## src/core/pdp_map.svh

```systemverilog
// register indices, reset values, field positions and counts of the pulse-division pwm
`ifndef PDP_MAP_SVH
`define PDP_MAP_SVH

`define PDP_IDX_W 16
`define PDP_IDX_CTRL 16'hFFD0
`define PDP_IDX_UPPER 16'hFFD1
`define PDP_IDX_LOWER 16'hFFD2
`define PDP_IDX_STATUS 16'hFFD3
`define PDP_IDX_PORTMODE 16'hFFD4

`define PDP_CTRL_RESET 8'hFE
`define PDP_UPPER_RESET 8'hC0
`define PDP_LOWER_RESET 8'h00
`define PDP_WO_READ 8'hFF
`define PDP_ZERO_READ 8'h00

`define PDP_SEL_BIT 0
`define PDP_PORTMODE_BIT 0
`define PDP_UPPER_MSB 5
`define PDP_STATUS_LEVEL_BIT 7
`define PDP_STATUS_PEND_BIT 6

`define PDP_PULSES 64
`define PDP_UNIT_STEPS 256
`define PDP_PERIOD_SHORT 16384
`define PDP_ADDR_W 18

`endif

```

## src/core/pdp_pkg.sv

```systemverilog
// shared types of the pulse-division pwm
package pdp_pkg;
	typedef logic [13:0] pdp_duty_t;
	typedef logic [5:0] pdp_pulse_t;
	typedef logic [7:0] pdp_unit_t;
	typedef logic [7:0] pdp_byte_t;
endpackage

```

## src/core/pdp_pwm.sv

```systemverilog
// 14-bit pulse-division pwm with a classic wishbone register slave
`timescale 1ns/1ps
`include "pdp_map.svh"

module pdp_pwm #(
	parameter int ADDR_W = `PDP_ADDR_W,
	parameter int PULSE_COUNT = `PDP_PULSES,
	parameter int UNIT_STEPS = `PDP_UNIT_STEPS,
	parameter int PERIOD_SHORT = `PDP_PERIOD_SHORT
) (
	input wire logic sys_clk,
	input wire logic reset_n,
	input wire logic wb_cyc_i,
	input wire logic wb_stb_i,
	input wire logic wb_we_i,
	input wire logic [ADDR_W-1:0] wb_adr_i,
	input wire logic [3:0] wb_sel_i,
	input wire logic [31:0] wb_dat_i,
	output logic [31:0] wb_dat_o,
	output logic wb_ack_o,
	input wire logic portLevel,
	output logic sharedPwmOutputPin
);
	localparam int PERIOD_LONG = 2 * PERIOD_SHORT;
	// named copies so single fields can be picked out of the reset values
	localparam pdp_pkg::pdp_byte_t CTRL_RESET = `PDP_CTRL_RESET;
	localparam pdp_pkg::pdp_byte_t UPPER_RESET = `PDP_UPPER_RESET;
	localparam pdp_pkg::pdp_duty_t DUTY_RESET = {UPPER_RESET[`PDP_UPPER_MSB:0], `PDP_LOWER_RESET};

	if (ADDR_W != `PDP_ADDR_W || PERIOD_SHORT != PULSE_COUNT * UNIT_STEPS) begin : g_bad
		$error("address width or period length not servable");
	end

	// bus decode
	logic reqNow;
	logic [`PDP_IDX_W-1:0] regIdx;
	logic hitCtrl;
	logic hitUpper;
	logic hitLower;
	logic hitStatus;
	logic hitMode;
	logic writeOnlyHit;
	logic laneWr;
	logic ctrlWr;
	logic upperWr;
	logic lowerWr;
	logic modeWr;
	logic ackQ;
	pdp_pkg::pdp_byte_t rdNext;
	pdp_pkg::pdp_byte_t rdData;
	pdp_pkg::pdp_byte_t statusByte;

	// control and data state
	logic selReg;
	logic selActive;
	pdp_pkg::pdp_byte_t lowerReg;
	pdp_pkg::pdp_duty_t pendingDuty;
	logic pendingValid;
	pdp_pkg::pdp_duty_t activeDuty;
	pdp_pkg::pdp_duty_t newDuty;
	logic portModeSelectOne;
	logic presc;
	logic unitTick;
	logic pwmLevel;
	logic periodEnd;
	pdp_pkg::pdp_pulse_t pulseIdx;
	logic pinQ;

	assign reqNow = wb_cyc_i && wb_stb_i;
	assign regIdx = wb_adr_i[ADDR_W-1:2];
	assign hitCtrl = regIdx == `PDP_IDX_CTRL;
	assign hitUpper = regIdx == `PDP_IDX_UPPER;
	assign hitLower = regIdx == `PDP_IDX_LOWER;
	assign hitStatus = regIdx == `PDP_IDX_STATUS;
	assign hitMode = regIdx == `PDP_IDX_PORTMODE;
	assign writeOnlyHit = hitCtrl || hitUpper || hitLower;

	// a write lands on the edge where the master sees ack, never earlier
	assign laneWr = reqNow && wb_we_i && ackQ && wb_sel_i[0];
	assign ctrlWr = laneWr && hitCtrl;
	assign upperWr = laneWr && hitUpper;
	assign lowerWr = laneWr && hitLower;
	assign modeWr = laneWr && hitMode;

	assign statusByte = {pwmLevel, pendingValid, pulseIdx};

	// write-only registers answer all ones, whatever was stored
	assign rdNext = writeOnlyHit ? `PDP_WO_READ :
		hitStatus ? statusByte :
		hitMode ? {7'h00, portModeSelectOne} :
		`PDP_ZERO_READ;

	assign wb_ack_o = ackQ;
	assign wb_dat_o = {24'h000000, rdData};

	always_ff @(posedge sys_clk or negedge reset_n) begin
		if (!reset_n) begin
			ackQ <= 1'b0;
			rdData <= `PDP_ZERO_READ;
		end else begin
			ackQ <= reqNow && !ackQ;
			if (reqNow && !ackQ) begin
				rdData <= rdNext;
			end
		end
	end

	// upper-byte write combines with the lower byte already held
	assign newDuty = {wb_dat_i[`PDP_UPPER_MSB:0], lowerReg};

	always_ff @(posedge sys_clk or negedge reset_n) begin
		if (!reset_n) begin
			selReg <= CTRL_RESET[`PDP_SEL_BIT];
			lowerReg <= `PDP_LOWER_RESET;
			portModeSelectOne <= 1'b0;
		end else begin
			if (ctrlWr) begin
				selReg <= wb_dat_i[`PDP_SEL_BIT];
			end
			if (lowerWr) begin
				lowerReg <= wb_dat_i[7:0];
			end
			if (modeWr) begin
				portModeSelectOne <= wb_dat_i[`PDP_PORTMODE_BIT];
			end
		end
	end

	// duty and clock select change only at a period boundary, so no period is torn
	always_ff @(posedge sys_clk or negedge reset_n) begin
		if (!reset_n) begin
			pendingDuty <= DUTY_RESET;
			pendingValid <= 1'b0;
			activeDuty <= DUTY_RESET;
			selActive <= CTRL_RESET[`PDP_SEL_BIT];
		end else begin
			if (upperWr) begin
				pendingDuty <= newDuty;
			end
			// a write in the boundary cycle is taken directly, not lost, so nothing stays pending
			pendingValid <= !periodEnd && (upperWr || pendingValid);
			if (periodEnd) begin
				activeDuty <= upperWr ? newDuty : pendingDuty;
				selActive <= selReg;
			end
		end
	end

	// half-step tick: every clock at select 0, every second clock at select 1
	always_ff @(posedge sys_clk or negedge reset_n) begin
		if (!reset_n) begin
			presc <= 1'b0;
		end else begin
			presc <= periodEnd ? 1'b0 : !presc;
		end
	end

	assign unitTick = selActive ? presc : 1'b1;

	pdp_pulse_gen #(
		.PULSE_COUNT(PULSE_COUNT),
		.UNIT_STEPS(UNIT_STEPS)
	) u_gen (
		.sys_clk(sys_clk),
		.reset_n(reset_n),
		.unitTick(unitTick),
		.duty(activeDuty),
		.pwmLevel(pwmLevel),
		.pulseIdx(pulseIdx),
		.periodEnd(periodEnd)
	);

	// pin stays on its port level until software hands it to the pwm
	always_ff @(posedge sys_clk or negedge reset_n) begin
		if (!reset_n) begin
			pinQ <= 1'b0;
		end else begin
			pinQ <= portModeSelectOne ? pwmLevel : portLevel;
		end
	end

	assign sharedPwmOutputPin = pinQ;

	// helpers read only by the checks below
	logic everCtrl;
	logic everUpper;
	logic [15:0] cycCnt;
	logic seenEnd;
	logic [1:0] endsSeen;
	logic periodEndQ;
	logic [15:0] highCnt;
	pdp_pkg::pdp_duty_t dutyQ;
	logic selQ;
	logic [16:0] expUnits;
	logic [16:0] expHigh;

	always_ff @(posedge sys_clk or negedge reset_n) begin
		if (!reset_n) begin
			everCtrl <= 1'b0;
			everUpper <= 1'b0;
			cycCnt <= '0;
			seenEnd <= 1'b0;
			endsSeen <= '0;
			periodEndQ <= 1'b0;
			highCnt <= '0;
			dutyQ <= '0;
			selQ <= 1'b0;
		end else begin
			everCtrl <= everCtrl || ctrlWr;
			everUpper <= everUpper || upperWr;
			cycCnt <= periodEnd ? 16'h0000 : cycCnt + 16'h0001;
			seenEnd <= seenEnd || periodEnd;
			if (periodEnd && endsSeen != 2'h2) begin
				endsSeen <= endsSeen + 2'h1;
			end
			periodEndQ <= periodEnd;
			highCnt <= periodEndQ ? 16'h0000 : highCnt + 16'(pwmLevel);
			dutyQ <= activeDuty;
			selQ <= selActive;
		end
	end

	assign expUnits = (17'(dutyQ) + 17'(PULSE_COUNT) > 17'(PERIOD_SHORT)) ?
		17'(PERIOD_SHORT) : 17'(dutyQ) + 17'(PULSE_COUNT);
	assign expHigh = selQ ? {expUnits[15:0], 1'b0} : expUnits;
endmodule

```

## src/core/pdp_pulse_gen.sv

```systemverilog
// waveform generator: 64 sub-pulses per period, extra half-steps spread by bit reversal
`timescale 1ns/1ps
`include "pdp_map.svh"

module pdp_pulse_gen #(
	parameter int PULSE_COUNT = `PDP_PULSES,
	parameter int UNIT_STEPS = `PDP_UNIT_STEPS
) (
	input wire logic sys_clk,
	input wire logic reset_n,
	input wire logic unitTick,
	input wire pdp_pkg::pdp_duty_t duty,
	output logic pwmLevel,
	output pdp_pkg::pdp_pulse_t pulseIdx,
	output logic periodEnd
);
	localparam pdp_pkg::pdp_unit_t UNIT_LAST = 8'(UNIT_STEPS - 1);
	localparam pdp_pkg::pdp_pulse_t PULSE_LAST = 6'(PULSE_COUNT - 1);

	if (PULSE_COUNT != `PDP_PULSES || UNIT_STEPS != `PDP_UNIT_STEPS) begin : g_bad
		$error("pulse generator geometry must match the 14-bit duty layout");
	end

	pdp_pkg::pdp_unit_t unitCnt;
	pdp_pkg::pdp_pulse_t revIdx;
	logic extra;
	logic pulseEnd;
	logic [8:0] highWidth;
	logic [6:0] extCnt;

	// bit-reversed index scatters the extended pulses evenly over the period
	for (genvar i = 0; i < 6; i++) begin : g_rev
		assign revIdx[i] = pulseIdx[5 - i];
	end

	assign extra = revIdx < duty[5:0];
	// base width is one half-step plus duty/64; with the extra steps that gives (duty+64) summed over 64 pulses
	assign highWidth = 9'(duty[13:6]) + 9'h001 + 9'(extra);
	assign pulseEnd = unitTick && (unitCnt == UNIT_LAST);
	assign periodEnd = pulseEnd && (pulseIdx == PULSE_LAST);

	always_ff @(posedge sys_clk or negedge reset_n) begin
		if (!reset_n) begin
			unitCnt <= '0;
			pulseIdx <= '0;
			pwmLevel <= 1'b0;
		end else begin
			unitCnt <= unitCnt + 8'(unitTick);
			pulseIdx <= pulseIdx + 6'(pulseEnd);
			// width 257 saturates to an always-high pulse
			pwmLevel <= 9'(unitCnt) < highWidth;
		end
	end

	// helper: extended pulses seen in the running period
	always_ff @(posedge sys_clk or negedge reset_n) begin
		if (!reset_n) begin
			extCnt <= '0;
		end else if (periodEnd) begin
			extCnt <= '0;
		end else if (pulseEnd && extra) begin
			extCnt <= extCnt + 7'h01;
		end
	end
endmodule

```

## config.mk

```make
export PLATFORM = sky130hd
export DESIGN_NAME = pdp_pwm
export DESIGN_NICKNAME = d
export VERILOG_FILES = /design/src/core/pdp_pkg.sv /design/src/core/pdp_pwm.sv /design/src/core/pdp_pulse_gen.sv
export VERILOG_INCLUDE_DIRS = /design/src /design/src/core
export SDC_FILE = /design/constraint.sdc
export NUM_CORES = 1
export LEC_CHECK = 0
export BUFFER_PORTS_ARGS = -buffer_cell sky130_fd_sc_hd__buf_2
export CAP_MARGIN = 40
export CORE_MARGIN = 1
export CORE_UTILIZATION = 56
export CTS_CLUSTER_DIAMETER = 60
export DETAILED_ROUTE_END_ITERATION = 12
export HOLD_SLACK_MARGIN = 0.05
export PLACE_DENSITY_LB_ADDON = 0.25
export SETUP_SLACK_MARGIN = 0.02
export SYNTH_ARGS = -nofsm -noshare
export SYNTH_HDL_FRONTEND = slang
export SYNTH_SLANG_ARGS = --single-unit
```

## constraint.sdc

```tcl
create_clock -name sys_clk -period 6.26 [get_ports sys_clk]
set_clock_uncertainty 0.05 [all_clocks]
set_input_delay 0 -clock sys_clk [delete_from_list [all_inputs] [get_ports sys_clk]]
set_output_delay 0 -clock sys_clk [all_outputs]
set_load 0.02 [all_outputs]
```

## After elaboration in Yosys (flattened, before gate mapping)

Cells that the tools add are included.

| cells by class | value |
|---|---|
| add/sub/neg operators | 4 |
| magnitude comparators | 2 |
| equal/unequal tests | 7 |
| muxes and demuxes | 7 |
| reductions and logical operators | 18 |

Operators by type and width:

| cell | number |
|---|---|
| 16-bit == test, second input constant | 5 |
| 8-bit two-way mux | 2 |
| 14-bit two-way mux | 1 |
| 1-bit logical AND | 12 |
| 8-bit by 1-bit adder with 9-bit output, second input constant | 1 |
| 9-bit by 1-bit adder with 9-bit output | 1 |
| 8-bit by 9-bit less-than comparator with 1-bit output | 1 |
| 8-bit by 1-bit adder with 8-bit output | 1 |
| 8-bit == test, second input constant | 1 |
| 6-bit by 1-bit adder with 6-bit output | 1 |
| 6-bit == test, second input constant | 1 |
| 6-bit less-than comparator | 1 |
| 1-bit two-way mux | 4 |
| 1-bit zero test | 3 |
| 1-bit logical OR | 3 |

| storage, ports and cells | value |
|---|---|
| register bits after elaboration | 66 |
| input bits | 60 |
| output and inout bits | 34 |
| logic and storage cells | 52 |

## Logic depth before layout (Yosys ltp)

Gate-level depths: netlist (run 1).

| depth | value |
|---|---|
| depth after elaboration | 7 |
| depth in mapped cells | 14 |
| depth with buffers taken out | 14 |

## By module

From an unflattened synthesis (run 1), not the netlist that was laid out.

| second synthesis, totals | value |
|---|---|
| cell total of the unflattened synthesis | 321 |
| area total of the unflattened synthesis | 3294.4 um^2 |

By module, submodules not included:

| module | times used | cells an instance | area each (um^2) | sequential area each (um^2) |
|---|---|---|---|---|
| pdp_pwm | 1 | 220 | 2282.2 | 1276.2 |
| pdp_pulse_gen | 1 | 101 | 1012.2 | 375.4 |

## Worst setup path before layout (run 1)

No wires, ideal clock.

| timing | value |
|---|---|
| kind | register to register |
| start point | reg u_gen.pulseIdx[4] |
| end point | reg u_gen.pwmLevel |
| library setup time | 0.129 ns |
| arrival | 2.353 ns |
| required time | 6.081 ns |
| slack | 3.729 ns |
| cell stages (with the launch flop) | 14 |
| path buffers | 0 |
| period minus slack after synthesis | 2.531 ns |
| path through | dfrtp_1 > ha_1 > a21o_1 > a211oi_1 > o31ai_1 > ha_1 > inv_1 > ha_1 > nand3_1 > xor2_1 > ha_1 > nand4_1 > a21oi_1 > o21ai_0 |

| between the ends | value |
|---|---|
| cells in the longest elaborated chain, start to end | 3 |

RTL lines:

| item | RTL line | text |
|---|---|---|
| start, declared | pdp_pulse_gen.sv:14 | `output pdp_pkg::pdp_pulse_t pulseIdx,` |
| start signal, assigned | pdp_pulse_gen.sv:49 | `pulseIdx <= pulseIdx + 6'(pulseEnd);` |
| 6-bit less-than comparator | pdp_pulse_gen.sv:36 | `assign extra = revIdx < duty[5:0];` |
| 9-bit by 1-bit adder with 9-bit output | pdp_pulse_gen.sv:38 | `assign highWidth = 9'(duty[13:6]) + 9'h001 + 9'(extra);` |
| 8-bit by 9-bit less-than comparator with 1-bit output | pdp_pulse_gen.sv:51 | `pwmLevel <= 9'(unitCnt) < highWidth;` |
| end signal, assigned | pdp_pulse_gen.sv:51 |  |
| end, declared | pdp_pulse_gen.sv:13 | `output logic pwmLevel,` |

No other way between the ends.
A chain may end at the register's enable or synchronous reset.

## Final worst setup path (run 1)

Same ends and word-level chain as after synthesis.

==> results.md, run 1 <==
- CP startpoint kind: flip-flop
- Root buffer selected by CTS: clkbuf_8
- Most used flip-flop cell after synthesis: dfrtp_1
- CTS tree: yes
- Transition time at the pin with the least slew margin: 812 ps
- Netlist Area Pre-Place: 0.00336 sq mm
- N_diodes: 0
- Worst Setup Path Type: flip-flop to flip-flop
- Share of the yosys chip area belonging to registers: 49.2%
- Yosys top cell by area: dfrtp_1
- Starting DRC count in detailed routing: 137
- # clock sinks: 66
- Slowest CP cell: dfrtp_1
- Most used cell along the critical path: ha_1
- Gate family responsible for the most delay along the worst path: adder cells
- Via count of the first global-routing pass: 2294
- Portion of synthesized cell area occupied by the leading cell type: 49.2%
- CP max FO: 4
- IR Drop Worst-Case VDD: 187 uV
- Setup crit end kind: flip-flop
- Core box area: 0.00564 sq mm
- Number of synthesized register bits: 66
- Wire length of the first global-routing pass: 10500 microns
- Via density per instance: 5.44
- Number of maximum-capacitance violations: 0
- Post-route setup TNS: 0 ps
- Class of the tightest hold or removal check: primary input to flip-flop
- Post-route antenna net violation count: 0
- Total global routing overflow: 0
- Worst EP required: 6430 ps
- Relative area change from synthesis to final layout: 13.8%
- Share of the clock period used by the worst path: 45.4%
- Starting density of the core: 59.5%
- DR DRC count: 0
- Total global routing track utilization: 22.2%
- Crit Reg-Reg Startpoint: u_gen.pulseIdx[4]
- Worst hold path depth: 5
- Leakage Power: 0.00195 uW
- Average routed wire per standard cell: 13.8 microns
- Global placement routability congestion: 0.797
- Time the worst path needs with I/O delays and setup: 2840 ps
- Post-cts sizing count: 0
- Later-pin clock latency in the skew report: 340 ps
- Proportion of layout cells with a drive suffix above 1: 20.7%
- Unrepaired setup endpoints after global routing: no
- Worst Hold End: portModeSelectOne
- Result of the run: finished clean
- Highest clock rate: 0.352 GHz
- 1st-pass router iterations: 4
- Wire length reported by the detailed router: 6180 microns
- Number of pins exceeding their max-slew limit in the final report: 0
- TritonCTS Buffers: 9
- Net count, final: 450
- X dimension of the die: 79.4 microns
- Remaining max-slew budget at the tightest pin: 45.9%
- Pin count of the biggest net entering global routing: 67
- Number of H-tree levels: 3
- Initial antenna violation count: 0
- Placed standard-cell area: 0.00349 sq mm
- Instance count of the mapped netlist: 319
- Count of flip-flops with a built-in enable after synthesis: 0
- Clock transition at the registers of the reported paths: 70 ps
- Buffering stage count on the worst path with inverters included: 1
- Arrival time of the worst setup path: 3010 ps
- Max Root-Sink Buffers: 2
- Slack of the worst reg-to-reg path: 3420 ps
- Count of cell types in the netlist: 40
- Cell-by-cell trace of the critical path: ha_1 > a21o_1 > a211oi_1 > o31ai_1 > ha_1 > inv_1 > ha_1 > nand3_1 > xor2_1 > ha_1 > nand4_1 > a21oi_1 > o21ai_0
- Die ar.: 0.00631 sq mm
- Number of hold violations in the final report: 0
- Number of primary I/O pins: 94
- Largest cells by area after synthesis: dfrtp_1, ha_1, buf_4
- Cell area power density: 217 mW/mm^2
- Number of warning messages in the yosys log: 0
- Non-Filler Cell Area, Final: 0.00382 sq mm
- Capture point of the worst reg-to-reg path: u_gen.pwmLevel
- Total of buffers placed on input and output ports: 40
- Avg Inst Size Synth: 10.5 sq um
- Die Ht: 79.4 microns
- Worst R2R Path Depth: 13
- Setup violations, final: 0
- Final-layout worst hold slack: 70.2 ps
- Slowest stage delay, CP: 420 ps
- Vias after detailed routing: 2442
- Share of synthesized registers carrying an async set or reset: 100%
- Core Rows: 27
- HP Start: wb_sel_i[0]
- Half-perimeter wire length after placement: 4360 microns
## cell type report
class | instances | area, sq um
Tap cell | 72 | 90.1
Fill cell | 445 | 1820
Clock buffer | 12 | 145
Sequential cell | 66 | 1650
Inverter | 11 | 41.3
Clock inverter | 4 | 51.3
Timing Repair Buffer | 56 | 353
Multi-Input combinational cell | 228 | 1490
## worst max path at each step
stage                            startpoint              to  depth (start not counted)
final                     u_gen.pulseIdx[4]  u_gen.pwmLevel                         13
after global routing      u_gen.pulseIdx[4]  u_gen.pwmLevel                         13
after floorplan           u_gen.pulseIdx[4]  u_gen.pwmLevel                         13
after detailed placement  u_gen.pulseIdx[4]  u_gen.pwmLevel                         13
after CTS                 u_gen.pulseIdx[4]  u_gen.pwmLevel                         13
after global placement    u_gen.pulseIdx[4]  u_gen.pwmLevel                         13
## repair_timing
action	CTS	global route
endpoints found under the hold margin	89	0
hold buffers	13	0
buffers inserted	0	0
## stage by stage
| step | power, uW | instances | util, % | worst slack, ps |
|---|---|---|---|---|
| 2_1_floorplan | 466 | 342 | - | 3730 |
| 3_3_place_gp | 475 | 419 | 61.8 | 3460 |
| 3_5_place_dp | 476 | 420 | 61.9 | 3390 |
| 4_1_cts | 835 | 449 | 67.7 | 3400 |
| 5_1_grt | 860 | 449 | 67.7 | 3210 |
| 6_report | 830 | 449 | 67.7 | 3420 |
## cells by family (layout without fill, tap and decap cells)
logic type | Yosys count | count (layout) | share of synthesized area [%]
AO/OA/AOI/OAI | 69 | 69 | 11.8
XOR/XNOR | 16 | 16 | 4.17
adder cells (fa/ha/maj) | 18 | 18 | 6.71
buffers and inverters | 48 | 83 | 9.02
flip-flops | 66 | 66 | 49.2
multiplexers | 13 | 13 | 4.47
other | 1 | 24 | 0.112
AND/OR/NAND/NOR | 88 | 88 | 14.5
## Yosys cell counts (5+ instances only)
cell type   n
o21ai_1     6
xnor2_1     8
inv_1      11
dfrtp_1    66
xor2_1      8
nand3_1    23
mux2_2     12
o21ai_0    20
a21oi_1    18
nor2_1      7
nand2_1    29
ha_1       18
and3_1      6
buf_2       5
a31oi_1    15
buf_4      25
## flip-flops by register name, summed over array words and instances, names as in the netlist, 6 cells and up
signal,count
u_gen.unitCnt,8
pendingDuty,14
u_gen.pulseIdx,6
rdData,8
activeDuty,14
lowerReg,8
## metal layers
metal  routed length, microns  global-route usage, %  vias to the layer above  part of all wire [%]
li1                         -                      -                     1187                     -
met5                        0                      0                        -                     0
met1                     2910                   30.2                     1182                    47
met2                     2950                   34.4                       62                    48
met3                      209                   4.80                       11                   3.4
met4                      110                   9.27                        0                   1.8
## worst register-to-register path, delay by kind of cell, from the launching register on
| kind | cells | cell delay (ps) |
|---|---|---|
| DFF | 1 | 420 |
| xor gates and xnor gates | 1 | 160 |
| buffers and inverters | 1 | 60 |
| and+or+nand+nor | 2 | 210 |
| AOI/OAI and AO/OA | 5 | 780 |
| adders and majority gates | 4 | 1040 |
## power by group
part	switching (uW)	internal (uW)	total [uW]
Clock	161	195	356
Combinational	31.0	14.9	45.9
Sequential	0.548	427	427
## cell usage in the layout (no fill, tap or decap), drive strengths merged, types with 4 or more instances in the layout
master       instances
a21oi               18
a31oi               15
and3                 6
buf                 43
clkbuf              12
conb                24
dfrtp               66
dlygate4sd3         13
ha                  18
inv                 11
mux2                13
nand2               29
nand3               23
nand4                4
nor2                 7
o21ai               30
xnor2                8
xor2                 8
Power figures use the tool's default switching activity.
==> inputs of run 2 (changes only) <==
Settings changed: CORE_UTILIZATION 56 to 52.
Clock period 6.26 ns to 2.95 ns, I/O delays scaled along.
==> results.md, run 2 (synthesis gave the netlist of run 1 again) <==
- Result of the run: finished clean
- Setup violations, final: 0 (unchanged)
- Crit Reg-Reg Startpoint: u_gen.pulseIdx[4]
- Max Root-Sink Buffers: 2 (unchanged)
- Number of post-CTS setup repair buffers: 0 (unchanged)
- CTS tree: yes
- Clock transition at the registers of the reported paths: 70 ps (about the same)
- Via density per instance: 5.36 (-1.5%)
- Post-route setup TNS: 0 ps (unchanged)
- Number of hold violations in the final report: 0 (unchanged)
- Root buffer selected by CTS: clkbuf_8
- N_diodes: 0 (unchanged)
- Setup crit end kind: flip-flop
- Number of primary I/O pins: 94 (unchanged)
- Worst hold path depth: 5 (unchanged)
- Placed standard-cell area: 0.00353 sq mm (+0.97%)
- Unrepaired setup endpoints after global routing: no
- Commonest non-fill, non-tap cells in the layout: dfrtp_1, buf_2, nand2_1
- Transition time at the pin with the least slew margin: 807 ps (-4.41 ps)
- # clock sinks: 66 (unchanged)
- Worst R2R Path Depth: 13 (unchanged)
- Number of pins exceeding their max-slew limit in the final report: 0 (unchanged)
- Global placement routability congestion: 0.775 (-2.7%)
- Later-pin clock latency in the skew report: 340 ps (about the same)
- X dimension of the die: 82.3 microns (+3.7%)
- Starting density of the core: 55.4% (-4.1 points)
- Initial antenna violation count: 0 (unchanged)
- Highest clock rate: 0.365 GHz (+3.8%)
- Via count of the first global-routing pass: 2242 (-2.3%)
- Biggest registers after layout: activeDuty (14), pendingDuty (14)
- Capture point of the worst reg-to-reg path: u_gen.pwmLevel
- Final Instance Count excl. Fillers: 453 (+0.89%)
- Total global routing overflow: 0 (unchanged)
- Remaining max-slew budget at the tightest pin: 46.2% (+0.29 points)
- Core box area: 0.00606 sq mm (+7.4%)
- Relative area change from synthesis to final layout: 13.9% (about the same)
- Proportion of layout cells with a drive suffix above 1: 22.5% (+1.8 points)
- Average routed wire per standard cell: 13.6 microns (-0.88%)
- Non-Filler Cell Area, Final: 0.00382 sq mm (about the same)
- Slack of the worst reg-to-reg path: 210 ps (-3210 ps)
- Arrival time of the worst setup path: 2900 ps (-110 ps)
- Worst Setup Path Type: flip-flop to flip-flop
- Starting DRC count in detailed routing: 113 (-18%)
- Cell area power density: 431 mW/mm^2 (+98%)
- Commonest non-fill, non-tap cell in the layout: dfrtp_1
- Die Ht: 82.3 microns (+3.7%)
- IR Drop Worst-Case VDD: 366 uV (+96%)
- Core Rows: 28 (+3.7%)
- TritonCTS Buffers: 9 (unchanged)
- Worst EP required: 3120 ps (-3310 ps)
- Net count, final: 453 (+0.67%)
- 1st-pass router iterations: 4 (unchanged)
- Pin count of the biggest net entering global routing: 39 (-42%)
- Post-route antenna net violation count: 0 (unchanged)
- Time the worst path needs with I/O delays and setup: 2740 ps (-104 ps)
- CP max FO: 4 (unchanged)
- Inst Count DP: 427 (+1.7%)
- Leakage Power: 0.00195 uW (+0.41%)
- Number of H-tree levels: 3 (unchanged)
- Wire length of the first global-routing pass: 10200 microns (-3.4%)
- CP startpoint kind: flip-flop
- Class of the tightest hold or removal check: primary input to flip-flop
- Die ar.: 0.00678 sq mm (+7.5%)
- Number of maximum-capacitance violations: 0 (unchanged)
- Wire length reported by the detailed router: 6180 microns (unchanged)
- Filler cell count: 496 (+11%)
- DR DRC count: 0 (unchanged)
- Share of the clock period used by the worst path: 92.7% (+47 points)
- HP Start: wb_sel_i[0]
- Total of buffers placed on input and output ports: 40 (unchanged)
- Vias after detailed routing: 2426 (-0.66%)
- Worst Hold End: portModeSelectOne
- Total global routing track utilization: 20.5% (-1.7 points)
- Half-perimeter wire length after placement: 4560 microns (+4.6%)
run 2: what timing repair did:
action / 4_1_cts / 5_1_grt
resized for setup: 0 / 4
endpoints found under the setup margin: 0 / 1
endpoints found under the hold margin: 59 / 0
hold buffers: 12 / 0
run 2: layer usage:
layer,vias to the layer above,global-route usage [%],part of all wire [%]
li1,1188,-,-
met2,66,31.7,48
met3,5,6.59,4.7
met4,0,6.84,0.97
met5,-,0,0
met1,1167,27.3,46
run 2: worst max-delay path by stage:
stage / from / slack (ps) / endpoint / depth (start not counted)
after floorplan: u_gen.pulseIdx[4] / 420 / u_gen.pwmLevel / 13
after detailed placement: u_gen.pulseIdx[4] / 130 / u_gen.pwmLevel / 13
after CTS: u_gen.pulseIdx[4] / 120 / u_gen.pwmLevel / 13
after global placement: u_gen.pulseIdx[4] / 170 / u_gen.pwmLevel / 13
final: u_gen.pulseIdx[4] / 210 / u_gen.pwmLevel / 13
after global routing: u_gen.pulseIdx[4] / 50 / u_gen.pwmLevel / 13
run 2: area by class of cell:
class,count,area [sq um],area share [%]
Multi-Input combinational cell,228,1500,39.3
Tap cell,75,93.8,2.45
Timing Repair Buffer,59,373,9.75
Clock inverter,3,17.5,0.458
Sequential cell,66,1650,43.2
Clock buffer,11,141,3.70
Inverter,11,41.3,1.08
run 2: per-stage QoR:
stage               power, uW  hold slack [ps]  utilization (%)  setup slack (ps)
floorplan                 989             -346                -               419
global placement         1010             84.6             58.1               165
detailed placement       1010             91.7             58.2               128
CTS                      1660             62.2             62.8               121
global route             1710             86.4             63.1              54.3
finish                   1650             68.1             63.1               214
run 2: report_power, final:
part / internal, uW / switching (uW)
Clock: 315 / 326
Sequential: 906 / 0.940
Combinational: 32.4 / 65.5
Total: 1250 / 392
run 2: critical path, cell delays in order (launching register included):
cell      delay, ps
dfrtp_1         420
ha_1            280
a21o_1          160
a211oi_2        230
o31ai_2         100
ha_1            210
inv_1            60
ha_2            210
nand3_1         100
xor2_1          160
ha_1            310
nand4_1          90
a21oi_1         120
o21ai_0         100
==> inputs of run 3 (changes only) <==
Settings changed: SYNTH_HIERARCHICAL set to 1.
==> results.md, run 3 <==
- Crit Reg-Reg Startpoint: u_gen/pulseIdx[4]
- Inst Count DP: 434 (+1.6%)
- Core box area: 0.00603 sq mm (-0.58%)
- CP max FO: 2 (-2)
- Yosys top cell by area: dfrtp_1
- # clock sinks: 66 (unchanged)
- Commonest non-fill, non-tap cell in the layout: dfrtp_1
- Arrival time of the worst setup path: 2930 ps (+30 ps)
- N_diodes: 0 (unchanged)
- Remaining max-slew budget at the tightest pin: 46.0% (-0.21 points)
- Number of warning messages in the yosys log: 6 (+6)
- CTS tree: yes
- Share of synthesized registers carrying an async set or reset: 100% (unchanged)
- Top post-synthesis cells by count: dfrtp_1, o21ai_0, nand2_1
- HP Start: wb_adr_i[5]
- Number of hold violations in the final report: 0 (unchanged)
- Wire length of the first global-routing pass: 10700 microns (+4.7%)
- Post-route antenna net violation count: 0 (unchanged)
- Most used flip-flop cell after synthesis: dfrtp_1
- Total of buffers placed on input and output ports: 40 (unchanged)
- Half-perimeter wire length after placement: 4370 microns (-4.3%)
- Die ar.: 0.00666 sq mm (-1.8%)
- Worst R2R Path Depth: 13 (unchanged)
- Total global routing track utilization: 21.8% (+1.3 points)
- Clock transition at the registers of the reported paths: 70 ps (about the same)
- Biggest registers after layout: activeDuty (14), pendingDuty (14)
- Worst Setup Path Type: flip-flop to flip-flop
- X dimension of the die: 81.6 microns (-0.91%)
- Number of primary I/O pins: 94 (unchanged)
- Number of synthesized register bits: 66 (unchanged)
- Root buffer selected by CTS: clkbuf_8
- Final Instance Count excl. Fillers: 463 (+2.2%)
- Number of maximum-capacitance violations: 0 (unchanged)
- Initial antenna violation count: 0 (unchanged)
- Instance count of the mapped netlist: 321 (+0.63%)
- Relative area change from synthesis to final layout: 19.1%
- Pin count of the biggest net entering global routing: 67 (+72%)
- IR Drop Worst-Case VDD: 362 uV (-1.0%)
- TritonCTS Buffers: 9 (unchanged)
- CP startpoint kind: flip-flop
- Highest clock rate: 0.364 GHz (-0.51%)
- Via density per instance: 5.33 (-0.47%)
- Result of the run: finished clean
- Unrepaired setup endpoints after global routing: no
- Later-pin clock latency in the skew report: 340 ps (about the same)
- DR DRC count: 0 (unchanged)
- Wire length reported by the detailed router: 6430 microns (+4.0%)
- Setup crit end kind: flip-flop
- Share of the yosys chip area belonging to registers: 50.1% (+0.93 points)
- Die Ht: 81.6 microns (-0.91%)
- Core Rows: 28 (unchanged)
- Leakage Power: 0.00203 uW (+3.8%)
- Average routed wire per standard cell: 13.9 microns (+1.7%)
- Starting density of the core: 54.7% (-0.72 points)
- Total global routing overflow: 0 (unchanged)
- Netlist Area Pre-Place: 0.00329 sq mm (-1.9%)
- Proportion of layout cells with a drive suffix above 1: 24.2% (+1.7 points)
- Source of the critical timing path: u_gen/pulseIdx[4]
- Number of pins exceeding their max-slew limit in the final report: 0 (unchanged)
- Capture point of the worst reg-to-reg path: u_gen/pwmLevel
- Worst hold path depth: 5 (unchanged)
- Worst EP required: 3130 ps (about the same)
- Largest cells by area after synthesis: dfrtp_1, ha_1, buf_4
- Class of the tightest hold or removal check: primary input to flip-flop
- Count of flip-flops with a built-in enable after synthesis: 0 (unchanged)
- Commonest non-fill, non-tap cells in the layout: dfrtp_1, buf_2, nand2_1
- Portion of synthesized cell area occupied by the leading cell type: 50.1% (+0.93 points)
- Number of H-tree levels: 3 (unchanged)
- Net count, final: 461 (+1.8%)
- Max Root-Sink Buffers: 2 (unchanged)
- Count of cell types in the netlist: 38 (-5.0%)
- Cell area power density: 458 mW/mm^2 (+6.3%)
- Time the worst path needs with I/O delays and setup: 2750 ps (+14.0 ps)
- Dominant cell by count in the synthesized netlist: dfrtp_1
- Starting DRC count in detailed routing: 70 (-38%)
- Transition time at the pin with the least slew margin: 810 ps (+3.21 ps)
- Slack of the worst reg-to-reg path: 200 ps (about the same)
- 1st-pass router iterations: 4 (unchanged)
- Setup violations, final: 0 (unchanged)
- Avg Inst Size Synth: 10.3 sq um (-2.5%)
- Fin util: 65.1% (+2.0 points)
- Share of the clock period used by the worst path: 93.2% (+0.47 points)
- Final-layout worst hold slack: 82.2 ps (+14.1 ps)
- Global placement routability congestion: 0.798 (+3.0%)
- Vias after detailed routing: 2468 (+1.7%)
- Worst Hold End: portModeSelectOne
- Via count of the first global-routing pass: 2347 (+4.7%)
==> run 3: changes by cell type after synthesis, moves of 4 or more <==
cell	change
nor2_1	+16
clkbuf_1	+5
o21ai_0	+13
buf_2	-4
o21ai_1	-6
and3_1	-5
a21oi_1	-14
mux2_2	-8
mux2_4	+7
o21ai_2	-4
==> run 3: metal layers <==
metal,track usage (%),wire [microns]
met4,8.60,106
met1,27.4,3030
met2,35.9,3050
met5,0,0
met3,5.67,239
==> run 3: worst max-delay path by stage <==
stage / to
final: u_gen/pwmLevel
after CTS: u_gen/pwmLevel
after detailed placement: u_gen/pwmLevel
after global placement: u_gen/pwmLevel
after global routing: u_gen/pwmLevel
after floorplan: u_gen/pwmLevel
==> run 3: kinds of logic (layout without fill, tap and decap cells) <==
family / Yosys count / in the layout / share of synthesized area, %
DFF: 66 / 66 / 50.1
muxes: 12 / 12 / 5.01
AOI/OAI and AO/OA: 58 / 58 / 9.91
buffers and inverters: 46 / 90 / 8.24
xor gates and xnor gates: 16 / 16 / 4.25
and+or+nand+nor: 104 / 104 / 15.5
other: 1 / 24 / 0.114
adders and majority gates: 18 / 18 / 6.84
==> run 3: final cells by class <==
| type | instances | area [sq um] |
|---|---|---|
| clock buffer | 11 | 151 |
| clock inverter | 5 | 61.3 |
| fill | 503 | 2100 |
| inverter | 11 | 41.3 |
| multi-input combinational | 232 | 1520 |
| sequential | 66 | 1650 |
| tap | 75 | 93.8 |
| timing repair buffer | 63 | 405 |
==> run 3: worst max-delay path, cell delays in order (launching register included) <==
cell	delay, ps
dfrtp_1	400
ha_1	280
a21o_1	160
a21oi_2	120
o21ai_1	90
ha_2	190
nand3b_1	190
nor2_1	140
nand4_1	120
xor2_1	170
ha_1	310
a211oi_2	210
o21ai_1	110
o311ai_2	90
==> run 3: power breakdown <==
part           total, uW  switching [uW]  internal (uW)
clock network        795             356            439
registers            906           0.726            906
logic               95.6            65.1           30.5
total               1800             422           1380
==> run 3: per-stage QoR <==
step	setup TNS, ps	cell area [sq um]	total power, uW	worst slack, ps
floorplan	0	3380	988	206
global placement	-8.71	3530	1010	-8.71
detailed placement	-56.4	3530	1010	-56.4
CTS	0	3880	1810	35.1
global route	0	3920	1870	24.9
finish	0	3920	1800	200
==> run 3: repair_timing <==
action | in CTS | in global routing
gates resized for setup | 4 | 11
hold buffers | 13 | 0
pin swaps | 2 | 11
cloned | 0 | 0
endpoints found under the setup margin | 1 | 1
endpoints found under the hold margin | 90 | 0
setup buffers | 0 | 0
